--- config.mk ---
export PLATFORM = sky130hd
export DESIGN_NAME = adcc_top
export DESIGN_NICKNAME = d
export VERILOG_FILES = /design/src/core/adcc_pkg.sv /design/src/core/adcc_top.sv /design/src/core/adcc_tick_div.sv /design/src/core/adcc_core.sv
export SDC_FILE = /design/constraint.sdc
export NUM_CORES = 1
export LEC_CHECK = 0
export BUFFER_PORTS_ARGS = -buffer_cell sky130_fd_sc_hd__buf_2
export CAP_MARGIN = 20
export CORE_ASPECT_RATIO = 1.4
export CORE_UTILIZATION = 59
export CTS_CLUSTER_SIZE = 25
export DETAILED_ROUTE_END_ITERATION = 10
export GPL_ROUTABILITY_DRIVEN = 1
export PLACE_DENSITY = 0.85
export SKIP_LAST_GASP = 1
export SLEW_MARGIN = 0
export SYNTH_ARGS = -nofsm -noshare
export SYNTH_HDL_FRONTEND = slang
export SYNTH_SLANG_ARGS = --single-unit
--- constraint.sdc ---
create_clock -name i_clk_sys -period 13.8 [get_ports i_clk_sys]
set_input_delay 2.76 -clock i_clk_sys [delete_from_list [all_inputs] [get_ports i_clk_sys]]
set_output_delay 2.76 -clock i_clk_sys [all_outputs]
set_load 0.03 [all_outputs]
--- src/core/adcc_pkg.sv ---
`default_nettype none

package adcc_pkg;

  // Register byte addresses on the 32-bit register bus.
  localparam logic [31:0] ADDR_CLK_EN = 32'h0000_0000;
  localparam logic [31:0] ADDR_CORE0 = 32'h0000_0004;
  localparam logic [31:0] ADDR_CORE1 = 32'h0000_0008;
  localparam logic [31:0] ADDR_STATUS = 32'h0000_000c;

  // Field positions of the clock and core enable register.
  localparam int CLK_SEL_LSB = 14;
  localparam int CLK_DIV_LSB = 8;
  localparam int SHARED_ON_BIT = 7;
  localparam int CORE1_ON_BIT = 1;
  localparam int CORE0_ON_BIT = 0;

  // Field positions of the dedicated core control register.
  localparam int LEAD_LSB = 10;
  localparam int DEPTH_LSB = 8;
  localparam int DIVISOR_LSB = 0;

  // Status register layout: sticky early and ready flags, then busy levels.
  localparam int ST_EARLY_LSB = 0;
  localparam int ST_READY_LSB = 2;
  localparam int ST_BUSY_LSB = 4;
  localparam logic [15:0] STATUS_W1C_MASK = 16'h000f;

  // Reset values and writable bit masks.
  localparam logic [15:0] CLK_EN_RESET = 16'h0000;
  localparam logic [15:0] CORE_RESET = 16'h0000;
  localparam logic [15:0] CLK_EN_WMASK = 16'hff83;
  localparam logic [15:0] CORE_WMASK = 16'h1f7f;

  // Module clock source codes.
  localparam logic [1:0] SRC_PERIPHERAL = 2'h0;
  localparam logic [1:0] SRC_SYS_OSC = 2'h1;
  localparam logic [1:0] SRC_AUX_LOOP = 2'h2;
  localparam logic [1:0] SRC_LOOP_QUARTER = 2'h3;

  // Bus responses.
  localparam logic [1:0] RESP_OKAY = 2'h0;
  localparam logic [1:0] RESP_SLVERR = 2'h2;

  // Core clocks spent on a conversion beyond the bit depth (sampling overhead).
  localparam logic [3:0] CONV_OVERHEAD = 4'h2;

  // Lead in core clocks: code plus one, with codes 0 and 1 both giving one.
  function automatic logic [3:0] lead_of(input logic [2:0] code);
    lead_of = (code <= 3'h1) ? 4'h1 : ({1'b0, code} + 4'h1);
  endfunction

  // Conversion length in core clocks for a bit depth code.
  function automatic logic [3:0] conv_len(input logic [1:0] depth);
    logic [3:0] bits;
    bits = 4'h6 + {1'b0, depth, 1'b0};
    conv_len = bits + CONV_OVERHEAD;
  endfunction

endpackage

`default_nettype wire

--- src/core/adcc_top.sv ---
`default_nettype none

module adcc_top (
  input wire logic i_clk_sys,
  input wire logic i_rst,
  // Source clocks arrive as one-cycle enables from same-clock dividers.
  input wire logic i_peripheral_clock_tick,
  input wire logic i_system_oscillator_clock_tick,
  input wire logic i_auxiliary_loop_divided_clock_tick,
  input wire logic i_loop_quarter_clock_tick,
  input wire logic i_core0_start,
  input wire logic i_core1_start,
  input wire logic i_awvalid,
  output logic o_awready,
  input wire logic [31:0] i_awaddr,
  input wire logic [2:0] i_awprot,
  input wire logic i_wvalid,
  output logic o_wready,
  input wire logic [31:0] i_wdata,
  input wire logic [3:0] i_wstrb,
  output logic o_bvalid,
  input wire logic i_bready,
  output logic [1:0] o_bresp,
  input wire logic i_arvalid,
  output logic o_arready,
  input wire logic [31:0] i_araddr,
  input wire logic [2:0] i_arprot,
  output logic o_rvalid,
  input wire logic i_rready,
  output logic [31:0] o_rdata,
  output logic [1:0] o_rresp,
  output logic o_common_source_tick,
  output logic o_shared_core_on,
  output logic [1:0] o_dedicated_core_on,
  output logic [1:0] o_core_conversion_clock,
  output logic [1:0] o_core_busy,
  output logic [1:0] o_early_irq,
  output logic [1:0] o_core_ready
);

  logic [15:0] clk_en_r;
  logic [15:0] clk_en_nxt;
  logic [15:0] core_ctl_r [2];
  logic [15:0] core_ctl_nxt [2];
  logic [1:0] early_flag_r;
  logic [1:0] early_flag_nxt;
  logic [1:0] ready_flag_r;
  logic [1:0] ready_flag_nxt;
  logic aw_held_r;
  logic aw_held_nxt;
  logic [31:0] awaddr_r;
  logic [31:0] awaddr_nxt;
  logic w_held_r;
  logic w_held_nxt;
  logic [31:0] wdata_r;
  logic [31:0] wdata_nxt;
  logic [3:0] wstrb_r;
  logic [3:0] wstrb_nxt;
  logic bvalid_r;
  logic bvalid_nxt;
  logic [1:0] bresp_r;
  logic [1:0] bresp_nxt;
  logic rvalid_r;
  logic rvalid_nxt;
  logic [31:0] rdata_r;
  logic [31:0] rdata_nxt;
  logic [1:0] rresp_r;
  logic [1:0] rresp_nxt;
  logic wr_go;
  logic rd_go;
  logic [15:0] wr_bytes;
  logic [15:0] lane_mask;
  logic [15:0] status_view;
  logic [1:0] clock_select;
  logic [5:0] common_div;
  logic module_tick;
  logic common_tick;
  logic [1:0] core_on;
  logic [1:0] core_start;
  logic [1:0] core_busy;
  logic [1:0] core_early;
  logic [1:0] core_ready;

  // Protection attributes are accepted and not checked.
  logic unused_prot;
  assign unused_prot = ^{i_awprot, i_arprot};

  // Field views of the clock and core enable register.
  assign clock_select = clk_en_r[adcc_pkg::CLK_SEL_LSB +: 2];
  assign common_div = clk_en_r[adcc_pkg::CLK_DIV_LSB +: 6];
  assign core_on[0] = clk_en_r[adcc_pkg::CORE0_ON_BIT];
  assign core_on[1] = clk_en_r[adcc_pkg::CORE1_ON_BIT];
  assign core_start = {i_core1_start, i_core0_start};

  // Module clock source selection.
  always_comb begin
    case (clock_select)
      adcc_pkg::SRC_LOOP_QUARTER: module_tick = i_loop_quarter_clock_tick;
      adcc_pkg::SRC_AUX_LOOP: module_tick = i_auxiliary_loop_divided_clock_tick;
      adcc_pkg::SRC_SYS_OSC: module_tick = i_system_oscillator_clock_tick;
      default: module_tick = i_peripheral_clock_tick;
    endcase
  end

  // Common source clock: one tick every divider value plus one module ticks.
  adcc_tick_div u_common_div (
    .i_clk_sys(i_clk_sys),
    .i_rst(i_rst),
    .i_clear(1'b0),
    .i_tick(module_tick),
    .i_last({1'b0, common_div}),
    .o_pulse(common_tick)
  );

  // Each dedicated core runs from its own control register copy.
  for (genvar gi = 0; gi < 2; gi++) begin : g_core
    adcc_core u_core (
      .i_clk_sys(i_clk_sys),
      .i_rst(i_rst),
      .i_src_tick(common_tick),
      .i_on(core_on[gi]),
      .i_early_irq_lead_select(core_ctl_r[gi][adcc_pkg::LEAD_LSB +: 3]),
      .i_bit_depth_select(core_ctl_r[gi][adcc_pkg::DEPTH_LSB +: 2]),
      .i_core_clock_divisor(core_ctl_r[gi][adcc_pkg::DIVISOR_LSB +: 7]),
      .i_start(core_start[gi]),
      .o_core_conversion_clock(o_core_conversion_clock[gi]),
      .o_busy(core_busy[gi]),
      .o_early(core_early[gi]),
      .o_ready(core_ready[gi])
    );
  end

  // Bus handshakes: each address or data beat is held until the write is done.
  assign o_awready = !aw_held_r;
  assign o_wready = !w_held_r;
  assign o_arready = !rvalid_r;
  assign wr_go = aw_held_r && w_held_r && !bvalid_r;
  assign rd_go = i_arvalid && !rvalid_r;

  // Byte strobes become a 16-bit lane mask over the low half-word.
  assign lane_mask = {{8{wstrb_r[1]}}, {8{wstrb_r[0]}}};
  assign wr_bytes = wdata_r[15:0];

  // Live status word seen by reads.
  always_comb begin
    status_view = 16'h0000;
    status_view[adcc_pkg::ST_EARLY_LSB +: 2] = early_flag_r;
    status_view[adcc_pkg::ST_READY_LSB +: 2] = ready_flag_r;
    status_view[adcc_pkg::ST_BUSY_LSB +: 2] = core_busy;
  end

  // Write channel capture and response.
  always_comb begin
    aw_held_nxt = aw_held_r;
    awaddr_nxt = awaddr_r;
    w_held_nxt = w_held_r;
    wdata_nxt = wdata_r;
    wstrb_nxt = wstrb_r;
    bvalid_nxt = bvalid_r;
    bresp_nxt = bresp_r;
    if (bvalid_r && i_bready) begin
      bvalid_nxt = 1'b0;
    end
    if (i_awvalid && !aw_held_r) begin
      aw_held_nxt = 1'b1;
      awaddr_nxt = i_awaddr;
    end
    if (i_wvalid && !w_held_r) begin
      w_held_nxt = 1'b1;
      wdata_nxt = i_wdata;
      wstrb_nxt = i_wstrb;
    end
    if (wr_go) begin
      aw_held_nxt = 1'b0;
      w_held_nxt = 1'b0;
      bvalid_nxt = 1'b1;
      if (awaddr_r == adcc_pkg::ADDR_CLK_EN || awaddr_r == adcc_pkg::ADDR_CORE0 ||
          awaddr_r == adcc_pkg::ADDR_CORE1 || awaddr_r == adcc_pkg::ADDR_STATUS) begin
        bresp_nxt = adcc_pkg::RESP_OKAY;
      end else begin
        bresp_nxt = adcc_pkg::RESP_SLVERR;
      end
    end
  end

  // Configuration registers and sticky flags; hardware set wins over clear.
  always_comb begin
    logic [15:0] clr;
    logic [15:0] wmask;
    clr = 16'h0000;
    wmask = 16'h0000;
    clk_en_nxt = clk_en_r;
    core_ctl_nxt[0] = core_ctl_r[0];
    core_ctl_nxt[1] = core_ctl_r[1];
    if (wr_go) begin
      if (awaddr_r == adcc_pkg::ADDR_CLK_EN) begin
        wmask = lane_mask & adcc_pkg::CLK_EN_WMASK;
        clk_en_nxt = (clk_en_r & ~wmask) | (wr_bytes & wmask);
      end else if (awaddr_r == adcc_pkg::ADDR_CORE0) begin
        wmask = lane_mask & adcc_pkg::CORE_WMASK;
        core_ctl_nxt[0] = (core_ctl_r[0] & ~wmask) | (wr_bytes & wmask);
      end else if (awaddr_r == adcc_pkg::ADDR_CORE1) begin
        wmask = lane_mask & adcc_pkg::CORE_WMASK;
        core_ctl_nxt[1] = (core_ctl_r[1] & ~wmask) | (wr_bytes & wmask);
      end else if (awaddr_r == adcc_pkg::ADDR_STATUS) begin
        clr = wr_bytes & lane_mask & adcc_pkg::STATUS_W1C_MASK;
      end
    end
    early_flag_nxt = (early_flag_r & ~clr[adcc_pkg::ST_EARLY_LSB +: 2]) | core_early;
    ready_flag_nxt = (ready_flag_r & ~clr[adcc_pkg::ST_READY_LSB +: 2]) | core_ready;
  end

  // Read channel: data registered one cycle after the address is taken.
  always_comb begin
    rvalid_nxt = rvalid_r;
    rdata_nxt = rdata_r;
    rresp_nxt = rresp_r;
    if (rvalid_r && i_rready) begin
      rvalid_nxt = 1'b0;
    end
    if (rd_go) begin
      rvalid_nxt = 1'b1;
      rresp_nxt = adcc_pkg::RESP_OKAY;
      if (i_araddr == adcc_pkg::ADDR_CLK_EN) begin
        rdata_nxt = {16'h0000, clk_en_r};
      end else if (i_araddr == adcc_pkg::ADDR_CORE0) begin
        rdata_nxt = {16'h0000, core_ctl_r[0]};
      end else if (i_araddr == adcc_pkg::ADDR_CORE1) begin
        rdata_nxt = {16'h0000, core_ctl_r[1]};
      end else if (i_araddr == adcc_pkg::ADDR_STATUS) begin
        rdata_nxt = {16'h0000, status_view};
      end else begin
        rdata_nxt = 32'h0000_0000;
        rresp_nxt = adcc_pkg::RESP_SLVERR;
      end
    end
  end

  // Bus state registers.
  always_ff @(posedge i_clk_sys or posedge i_rst) begin
    if (i_rst) begin
      aw_held_r <= 1'b0;
      awaddr_r <= 32'h0000_0000;
      w_held_r <= 1'b0;
      wdata_r <= 32'h0000_0000;
      wstrb_r <= 4'h0;
      bvalid_r <= 1'b0;
      bresp_r <= 2'h0;
      rvalid_r <= 1'b0;
      rdata_r <= 32'h0000_0000;
      rresp_r <= 2'h0;
    end else begin
      aw_held_r <= aw_held_nxt;
      awaddr_r <= awaddr_nxt;
      w_held_r <= w_held_nxt;
      wdata_r <= wdata_nxt;
      wstrb_r <= wstrb_nxt;
      bvalid_r <= bvalid_nxt;
      bresp_r <= bresp_nxt;
      rvalid_r <= rvalid_nxt;
      rdata_r <= rdata_nxt;
      rresp_r <= rresp_nxt;
    end
  end

  // Configuration and flag registers.
  always_ff @(posedge i_clk_sys or posedge i_rst) begin
    if (i_rst) begin
      clk_en_r <= adcc_pkg::CLK_EN_RESET;
      core_ctl_r[0] <= adcc_pkg::CORE_RESET;
      core_ctl_r[1] <= adcc_pkg::CORE_RESET;
      early_flag_r <= 2'h0;
      ready_flag_r <= 2'h0;
    end else begin
      clk_en_r <= clk_en_nxt;
      core_ctl_r[0] <= core_ctl_nxt[0];
      core_ctl_r[1] <= core_ctl_nxt[1];
      early_flag_r <= early_flag_nxt;
      ready_flag_r <= ready_flag_nxt;
    end
  end

  // Outputs.
  assign o_bvalid = bvalid_r;
  assign o_bresp = bresp_r;
  assign o_rvalid = rvalid_r;
  assign o_rdata = rdata_r;
  assign o_rresp = rresp_r;
  assign o_common_source_tick = common_tick;
  assign o_shared_core_on = clk_en_r[adcc_pkg::SHARED_ON_BIT];
  assign o_dedicated_core_on = core_on;
  assign o_core_busy = core_busy;
  assign o_early_irq = core_early;
  assign o_core_ready = core_ready;

endmodule // adcc_top

`default_nettype wire

--- src/core/adcc_tick_div.sv ---
`default_nettype none

// Counts enable ticks and fires once every i_last plus one ticks.
module adcc_tick_div (
  input wire logic i_clk_sys,
  input wire logic i_rst,
  input wire logic i_clear,
  input wire logic i_tick,
  input wire logic [6:0] i_last,
  output logic o_pulse
);

  logic [6:0] cnt_r;
  logic [6:0] cnt_nxt;

  // Terminal count reached on a tick; a shrunk limit ends the period at once.
  assign o_pulse = i_tick && !i_clear && (cnt_r >= i_last);

  // Next count.
  always_comb begin
    cnt_nxt = cnt_r;
    if (i_clear) begin
      cnt_nxt = 7'h00;
    end else if (o_pulse) begin
      cnt_nxt = 7'h00;
    end else if (i_tick) begin
      cnt_nxt = cnt_r + 7'h01;
    end
  end

  // Count register.
  always_ff @(posedge i_clk_sys or posedge i_rst) begin
    if (i_rst) begin
      cnt_r <= 7'h00;
    end else begin
      cnt_r <= cnt_nxt;
    end
  end

endmodule // adcc_tick_div

`default_nettype wire

--- src/core/adcc_core.sv ---
`default_nettype none

// One dedicated converter core: own clock divider and conversion sequencer.
module adcc_core (
  input wire logic i_clk_sys,
  input wire logic i_rst,
  input wire logic i_src_tick,
  input wire logic i_on,
  input wire logic [2:0] i_early_irq_lead_select,
  input wire logic [1:0] i_bit_depth_select,
  input wire logic [6:0] i_core_clock_divisor,
  input wire logic i_start,
  output logic o_core_conversion_clock,
  output logic o_busy,
  output logic o_early,
  output logic o_ready
);

  typedef enum logic [1:0] {
    ST_IDLE = 2'b01,
    ST_CONV = 2'b10
  } adcc_core_st_t;

  adcc_core_st_t st_r;
  adcc_core_st_t st_nxt;
  logic core_clk_r;
  logic core_clk_nxt;
  logic [3:0] remain_r;
  logic [3:0] remain_nxt;
  logic [3:0] lead_r;
  logic [3:0] lead_nxt;
  logic early_r;
  logic early_nxt;
  logic ready_r;
  logic ready_nxt;
  logic [6:0] half_last;
  logic half_pulse;
  logic core_tick;
  logic [3:0] remain_dec;

  // Half period of the core clock is the divisor, 0 and 1 both meaning one.
  assign half_last = (i_core_clock_divisor <= 7'h01) ? 7'h00 : (i_core_clock_divisor - 7'h01);

  adcc_tick_div u_half_div (
    .i_clk_sys(i_clk_sys),
    .i_rst(i_rst),
    .i_clear(!i_on),
    .i_tick(i_src_tick),
    .i_last(half_last),
    .o_pulse(half_pulse)
  );

  // A core clock period is two half periods; the rising edge advances work.
  assign core_tick = half_pulse && !core_clk_r;
  assign remain_dec = remain_r - 4'h1;

  // Sequencer: count core clocks down to ready, flag the lead point.
  always_comb begin
    st_nxt = st_r;
    core_clk_nxt = i_on ? (core_clk_r ^ half_pulse) : 1'b0;
    remain_nxt = remain_r;
    lead_nxt = lead_r;
    early_nxt = 1'b0;
    ready_nxt = 1'b0;
    case (st_r)
      ST_IDLE: begin
        if (i_start && i_on) begin
          st_nxt = ST_CONV;
          remain_nxt = adcc_pkg::conv_len(i_bit_depth_select);
          lead_nxt = adcc_pkg::lead_of(i_early_irq_lead_select);
        end
      end
      ST_CONV: begin
        if (!i_on) begin
          st_nxt = ST_IDLE;
        end else if (core_tick) begin
          remain_nxt = remain_dec;
          early_nxt = (remain_dec == lead_r);
          if (remain_dec == 4'h0) begin
            ready_nxt = 1'b1;
            st_nxt = ST_IDLE;
          end
        end
      end
      default: begin
        st_nxt = ST_IDLE;
      end
    endcase
  end

  // Sequencer registers.
  always_ff @(posedge i_clk_sys or posedge i_rst) begin
    if (i_rst) begin
      st_r <= ST_IDLE;
      core_clk_r <= 1'b0;
      remain_r <= 4'h0;
      lead_r <= 4'h1;
      early_r <= 1'b0;
      ready_r <= 1'b0;
    end else begin
      st_r <= st_nxt;
      core_clk_r <= core_clk_nxt;
      remain_r <= remain_nxt;
      lead_r <= lead_nxt;
      early_r <= early_nxt;
      ready_r <= ready_nxt;
    end
  end

  assign o_core_conversion_clock = core_clk_r;
  assign o_busy = (st_r == ST_CONV);
  assign o_early = early_r;
  assign o_ready = ready_r;

endmodule // adcc_core

`default_nettype wire

# After elaboration in Yosys (flattened, before gate mapping)
# Index checks and enable logic that the tools add are counted.
word_totals:
  word_cells: 212
  latch_bits: 0
  inputBits: 119
  regBits: 189
  out_inout_bits: 53
  mem_bits_ro: 0
  mem_count: 0
  ram_bits: 0
classes:
  add_sub_neg: 13
  n_mux: 69
  bitwise: 21
  magnitude_cmp: 7
  eq_ne: 27
  multipliers: 0
  shift: 0
  n_reduce_logical: 45
  n_div: 0
op_table:
  columns: ["cell", "count"]
  rows:
  - ["$eq A32 B4 Y1 const B", 4]
  - ["$mux W7", 10]
  - ["$and A16 B16 Y16", 4]
  - ["$eq A32 B3 Y1 const B", 2]
  - ["$logic_not A32 Y1", 2]
  - ["$mux W4", 13]
  - ["$mux W16", 3]
  - ["$or A16 B16 Y16", 3]
  - ["$mux W2", 13]
  - ["$mux W1", 24]
  - ["$add A7 B1 Y7 const B", 3]
  - ["$and A16 B13 Y16", 1]
  - ["$logic_and A1 B1 Y1", 16]
  - ["$not A13 Y16", 1]
  - ["$not A16 Y16", 1]
  - ["$pmux W4 S2", 2]
  - ["$ge A7 B7 Y1", 2]
  - ["$le A7 B1 Y1 const B", 2]
  - ["$reduce_bool A2 Y1", 7]
  - ["$sub A7 B1 Y7 const B", 2]
  - ["$ne A3 B3 Y1 const B", 4]
  - ["$reduce_and A4 Y1", 3]
  - ["$reduce_and A3 Y1", 3]
  - ["$add A3 B1 Y4 const B", 2]
  - ["other kinds (24)", 55]

# Depth between registers and ports, before layout
logic_depth:
  depth_word: 9
  mapped_depth: 17
  ltp_nobuf: 17

# Modules after synthesis
# From an unflattened synthesis, not the netlist that was laid out.
unflattened:
  hier_cells: 730
  area_unflattened_um2: 8518.2
modules_own_cells:
  columns: ["module", "area_each_um2", "seq_area_each_um2", "instances", "cells_each"]
  rows:
  - ["adcc_top", 4845.9, 2777.7, 1, 346]
  - ["adcc_core", 970.9, 327.8, 2, 99]
  - ["adcc_tick_div", 576.8, 175.2, 3, 62]

# Least setup slack after synthesis
# No wires, ideal clock.
synth_path:
  path_type: "in2out"
  startpoint: "input port i_loop_quarter_clock_tick"
  endpoint: "output port o_common_source_tick"
  required_ns: 11.040
  slack_ns: 7.303
  arrival_time_ns: 3.737
  stages: 4
  n_path_buf: 1
  cell_sequence: "mux2i_1 > mux2_2 > nor2_1 > buf_2"
synth_via:
  elab_chain_len: 2
synth_rtl:
  columns: ["item", "line_no", "source"]
  rows:
  - ["start: declaration", "adcc_top.sv:10", "input wire logic i_loop_quarter_clock_tick,"]
  - ["$pmux W1 S3", "adcc_top.sv:97", "case (clock_select)"]
  - ["$logic_and A1 B1 Y1", "adcc_tick_div.sv:17", "assign o_pulse = i_tick && !i_clear && (cnt_r >= i_last);"]
  - ["end: declaration", "adcc_top.sv:32", "output logic o_common_source_tick,"]
# No other way between the ends.

# Worst setup path after layout
layout_path:
  startpoint: "input port i_system_oscillator_clock_tick"
  endpoint: "output port o_common_source_tick"
layout_via:
  elab_chain_len: 2
layout_rtl:
  columns: ["item", "line_no", "source"]
  rows:
  - ["start: declaration", "adcc_top.sv:8", "input wire logic i_system_oscillator_clock_tick,"]
  - ["$pmux W1 S3", "adcc_top.sv:97", null]
  - ["$logic_and A1 B1 Y1", "adcc_tick_div.sv:17", null]
# No other way between the ends.

==> impl_metrics.yaml <==
worst_setup_path:
  crit_arrival_ns: 3.65
  path_delay_family: "multiplexers"
  worst_path_largest_cell_delay_ns: 0.36
  slowest_stage: "mux2_2"
  critPathMaxFanout: 9
  crit_type: "input port to output pin"
  worst_setup_path_end_kind: "output pin"
  worst_path_most_repeated_cell: "buf_2"
  rrSetupSlack_ns: 9.58
  critical_path.cell_chain: "buf_2 > mux2i_1 > mux2_2 > nor2_1 > buf_2"
  start_kind: "input port"
  required_ns: 11.04
  path_buf_inv: 2
synth:
  synth_top_cell_by_area: "dfrtp_1"
  yosys-top-cells-count: "dfrtp_1, nand2_1, mux2_2, nor2_1, ha_1"
  synth.yosys.seq_area_share_pct: 48.7
  synthArstFlopShare_pct: 100
  synth-main-ff-cell: "dfrtp_1"
  synth_area_leaders: "dfrtp_1, mux2_2, ha_1"
  syn_avg_cell_area_sq_um: 10.7
  synth_edf_count: 0
  yosys.cell_count.top_type: "dfrtp_1"
  synth_top_area_share_pct: 47.4
  syn-cell-area_sq_mm: 0.00812
  ys.warnings.count: 0
  syn_inst: 756
  synth_cell_types: 52
  synth-seq-cells: 158
sta:
  fin_worst_skew_ns: 0.00812
  setup_tns_ns: 0
  worst_pin_slew_ns: 0.990
  period_share_pct: 46.5
  max_slew_margin_pct: 33.7
  rsz0062_at_grt: "no"
  min_period_ns: 6.41
  fin_ws_ns: 7.39
  setup_viol: 0
  fmax_mhz: 156
  hold_viol: 0
  slew_viol_final: 0
cts:
  clock_latency_ns: 0.42
  tritoncts: "done"
  cts_resized: 0
  cts-buffers-inserted: 17
  htree_levels: 4
  cts-hold-fix-buffers: 0
  cts_max_path_buffers: 2
  postCtsSetupBuffers: 0
  clk_pin_slew_ns: 0.06
  cts_root_buf: "clkbuf_16"
  cts_sinks: 158
floorplanning:
  fp.dieH_um: 141
  die_area_sq_mm: 0.0142
  die_w_um: 101
  start_util_pct: 60.7
  ios: 172
  rows: 50
  core_area_sq_mm: 0.0134
layout:
  area_growth_pct: 15.8
  final_nets: 1031
  layout-drive-gt1-share_pct: 30.7
  diodes: 0
global_route:
  grt_max_degree: 107
  grt_pass1_vias: 6387
  grtUsageTotal_pct: 27.6
  grt_pass1_wl_um: 30100
  antenna_found_initial: 0
  overflow: 0
route:
  vias: 6273
  first_pass_iters: 7
  avgViaCountPerCell: 5.87
  detail_route.wl_per_cell_um: 17.3
  drc: 0
  antenna_left: 0
  routed_wl_um: 18500
  first_iter_violations: 386
run_status:
  outcome: "finished clean"
pwr:
  p_per_area_mw_per_mm2: 132
  ir_drop_mv: 0.132
  p_leak_nw: 4.46
place:
  dp_slack_ns: 7.37
  dp_hpwl_um: 13200
  numPortBuffers: 129
  place.gp.congestion: 0.830
worst_hold_path:
  hold_path_class: "register to register"
flow_run:
  drv_cap: 0
-- report_power, final --
group / internal (W) / leakage (nW) / total, W / switching [W]
clock: 0.000258 / 0.271 / 0.000447 / 0.000189
combinational: 0.0000977 / 2.14 / 0.000184 / 0.0000865
sequential: 0.000544 / 2.05 / 0.000608 / 0.0000635
-- area by class of cell --
class	instances	area [sq um]
fillers	956	3980
clock buffers	19	453
well taps	182	228
inverters	34	133
flip-flops and latches	158	3960
clock inverters	12	115
repair buffers	136	718
multi-input cells	528	3800
-- routing by layer --
metal | vias up | global-route usage [%] | routed length (um)
li1 | 2898 | - | -
met1 | 3072 | 30.6 | 6860
met2 | 247 | 47.7 | 9540
met3 | 56 | 7.39 | 1260
met4 | 0 | 14.5 | 806
met5 | - | 0 | 0
-- metrics by stage --
stage	power, W	std cells	hold slack [ns]	cell area [sq um]	utilization, %
floorplan	0.000737	773	0.429	8190	-
CTS	0.00124	1068	0.460	9380	70.0
global placement	0.000785	1037	0.449	8810	65.8
global route	0.00128	1069	0.480	9400	70.2
finish	0.00124	1069	0.455	9400	70.2
detailed placement	0.000800	1037	0.445	8810	65.8
-- worst register-to-register path, stage by stage (launching register included) --
cell,delay [ns]
dfrtp_1,0.43
inv_1,0.10
ha_1,0.20
nor2b_1,0.13
o21ai_0,0.44
nand2_1,0.12
ha_1,0.32
a21o_1,0.18
a211o_1,0.28
a41oi_1,0.59
nor2_1,0.21
and3_1,0.24
ha_1,0.24
inv_1,0.07
a22o_1,0.28
a21oi_1,0.07
o22a_1,0.21
-- logic make-up (layout without fill, tap and decap cells) --
family          count (synthesis)  in the layout  share of synthesized area, %
simple gates                  234            234                          14.1
other cells                     1             18                        0.0462
xor+xnor                       23             23                          2.48
compound gates                116            116                          9.38
fa+ha+maj                      37             37                          5.70
flops                         158            158                          48.7
mux                           100            100                          14.2
buf+inv                        87            201                          5.36
-- worst paths after layout --
| kind | from | cells past startpoint | to |
|---|---|---|---|
| max | i_system_oscillator_clock_tick | 5 | o_common_source_tick |
| min | g_core[1].u_core.o_ready$_DFF_PP0_ | 1 | ready_flag_r[1]$_DFF_PP0_ |
| max in group asynchronous | i_rst | 3 | async pin |
| max reg2reg | register | 16 | g_core[1].u_core.remain_r[2]$_DFFE_PP0P_ |
| min in group asynchronous | i_rst | 2 | awaddr_r[18]$_DFFE_PP0P_ |
| min reg2reg | g_core[1].u_core.o_ready$_DFF_PP0_ | 1 | ready_flag_r[1]$_DFF_PP0_ |
-- cell usage in the layout, fill, tap and decap left out, drive strengths merged, types with 7 or more instances in the layout --
cell,instances
inv,35
clkbuf,19
a21o,10
buf,136
xnor2,11
nor4,22
clkinv,7
o211ai,7
conb,18
nor2b,17
mux2,90
xor2,12
nor3,11
nor2,38
nand2,91
dfrtp,154
o21ai,33
o31ai,11
nand3,17
a21oi,21
mux2i,7
ha,37
nand4,8
Note: power is estimated with default switching activity, not from simulation.
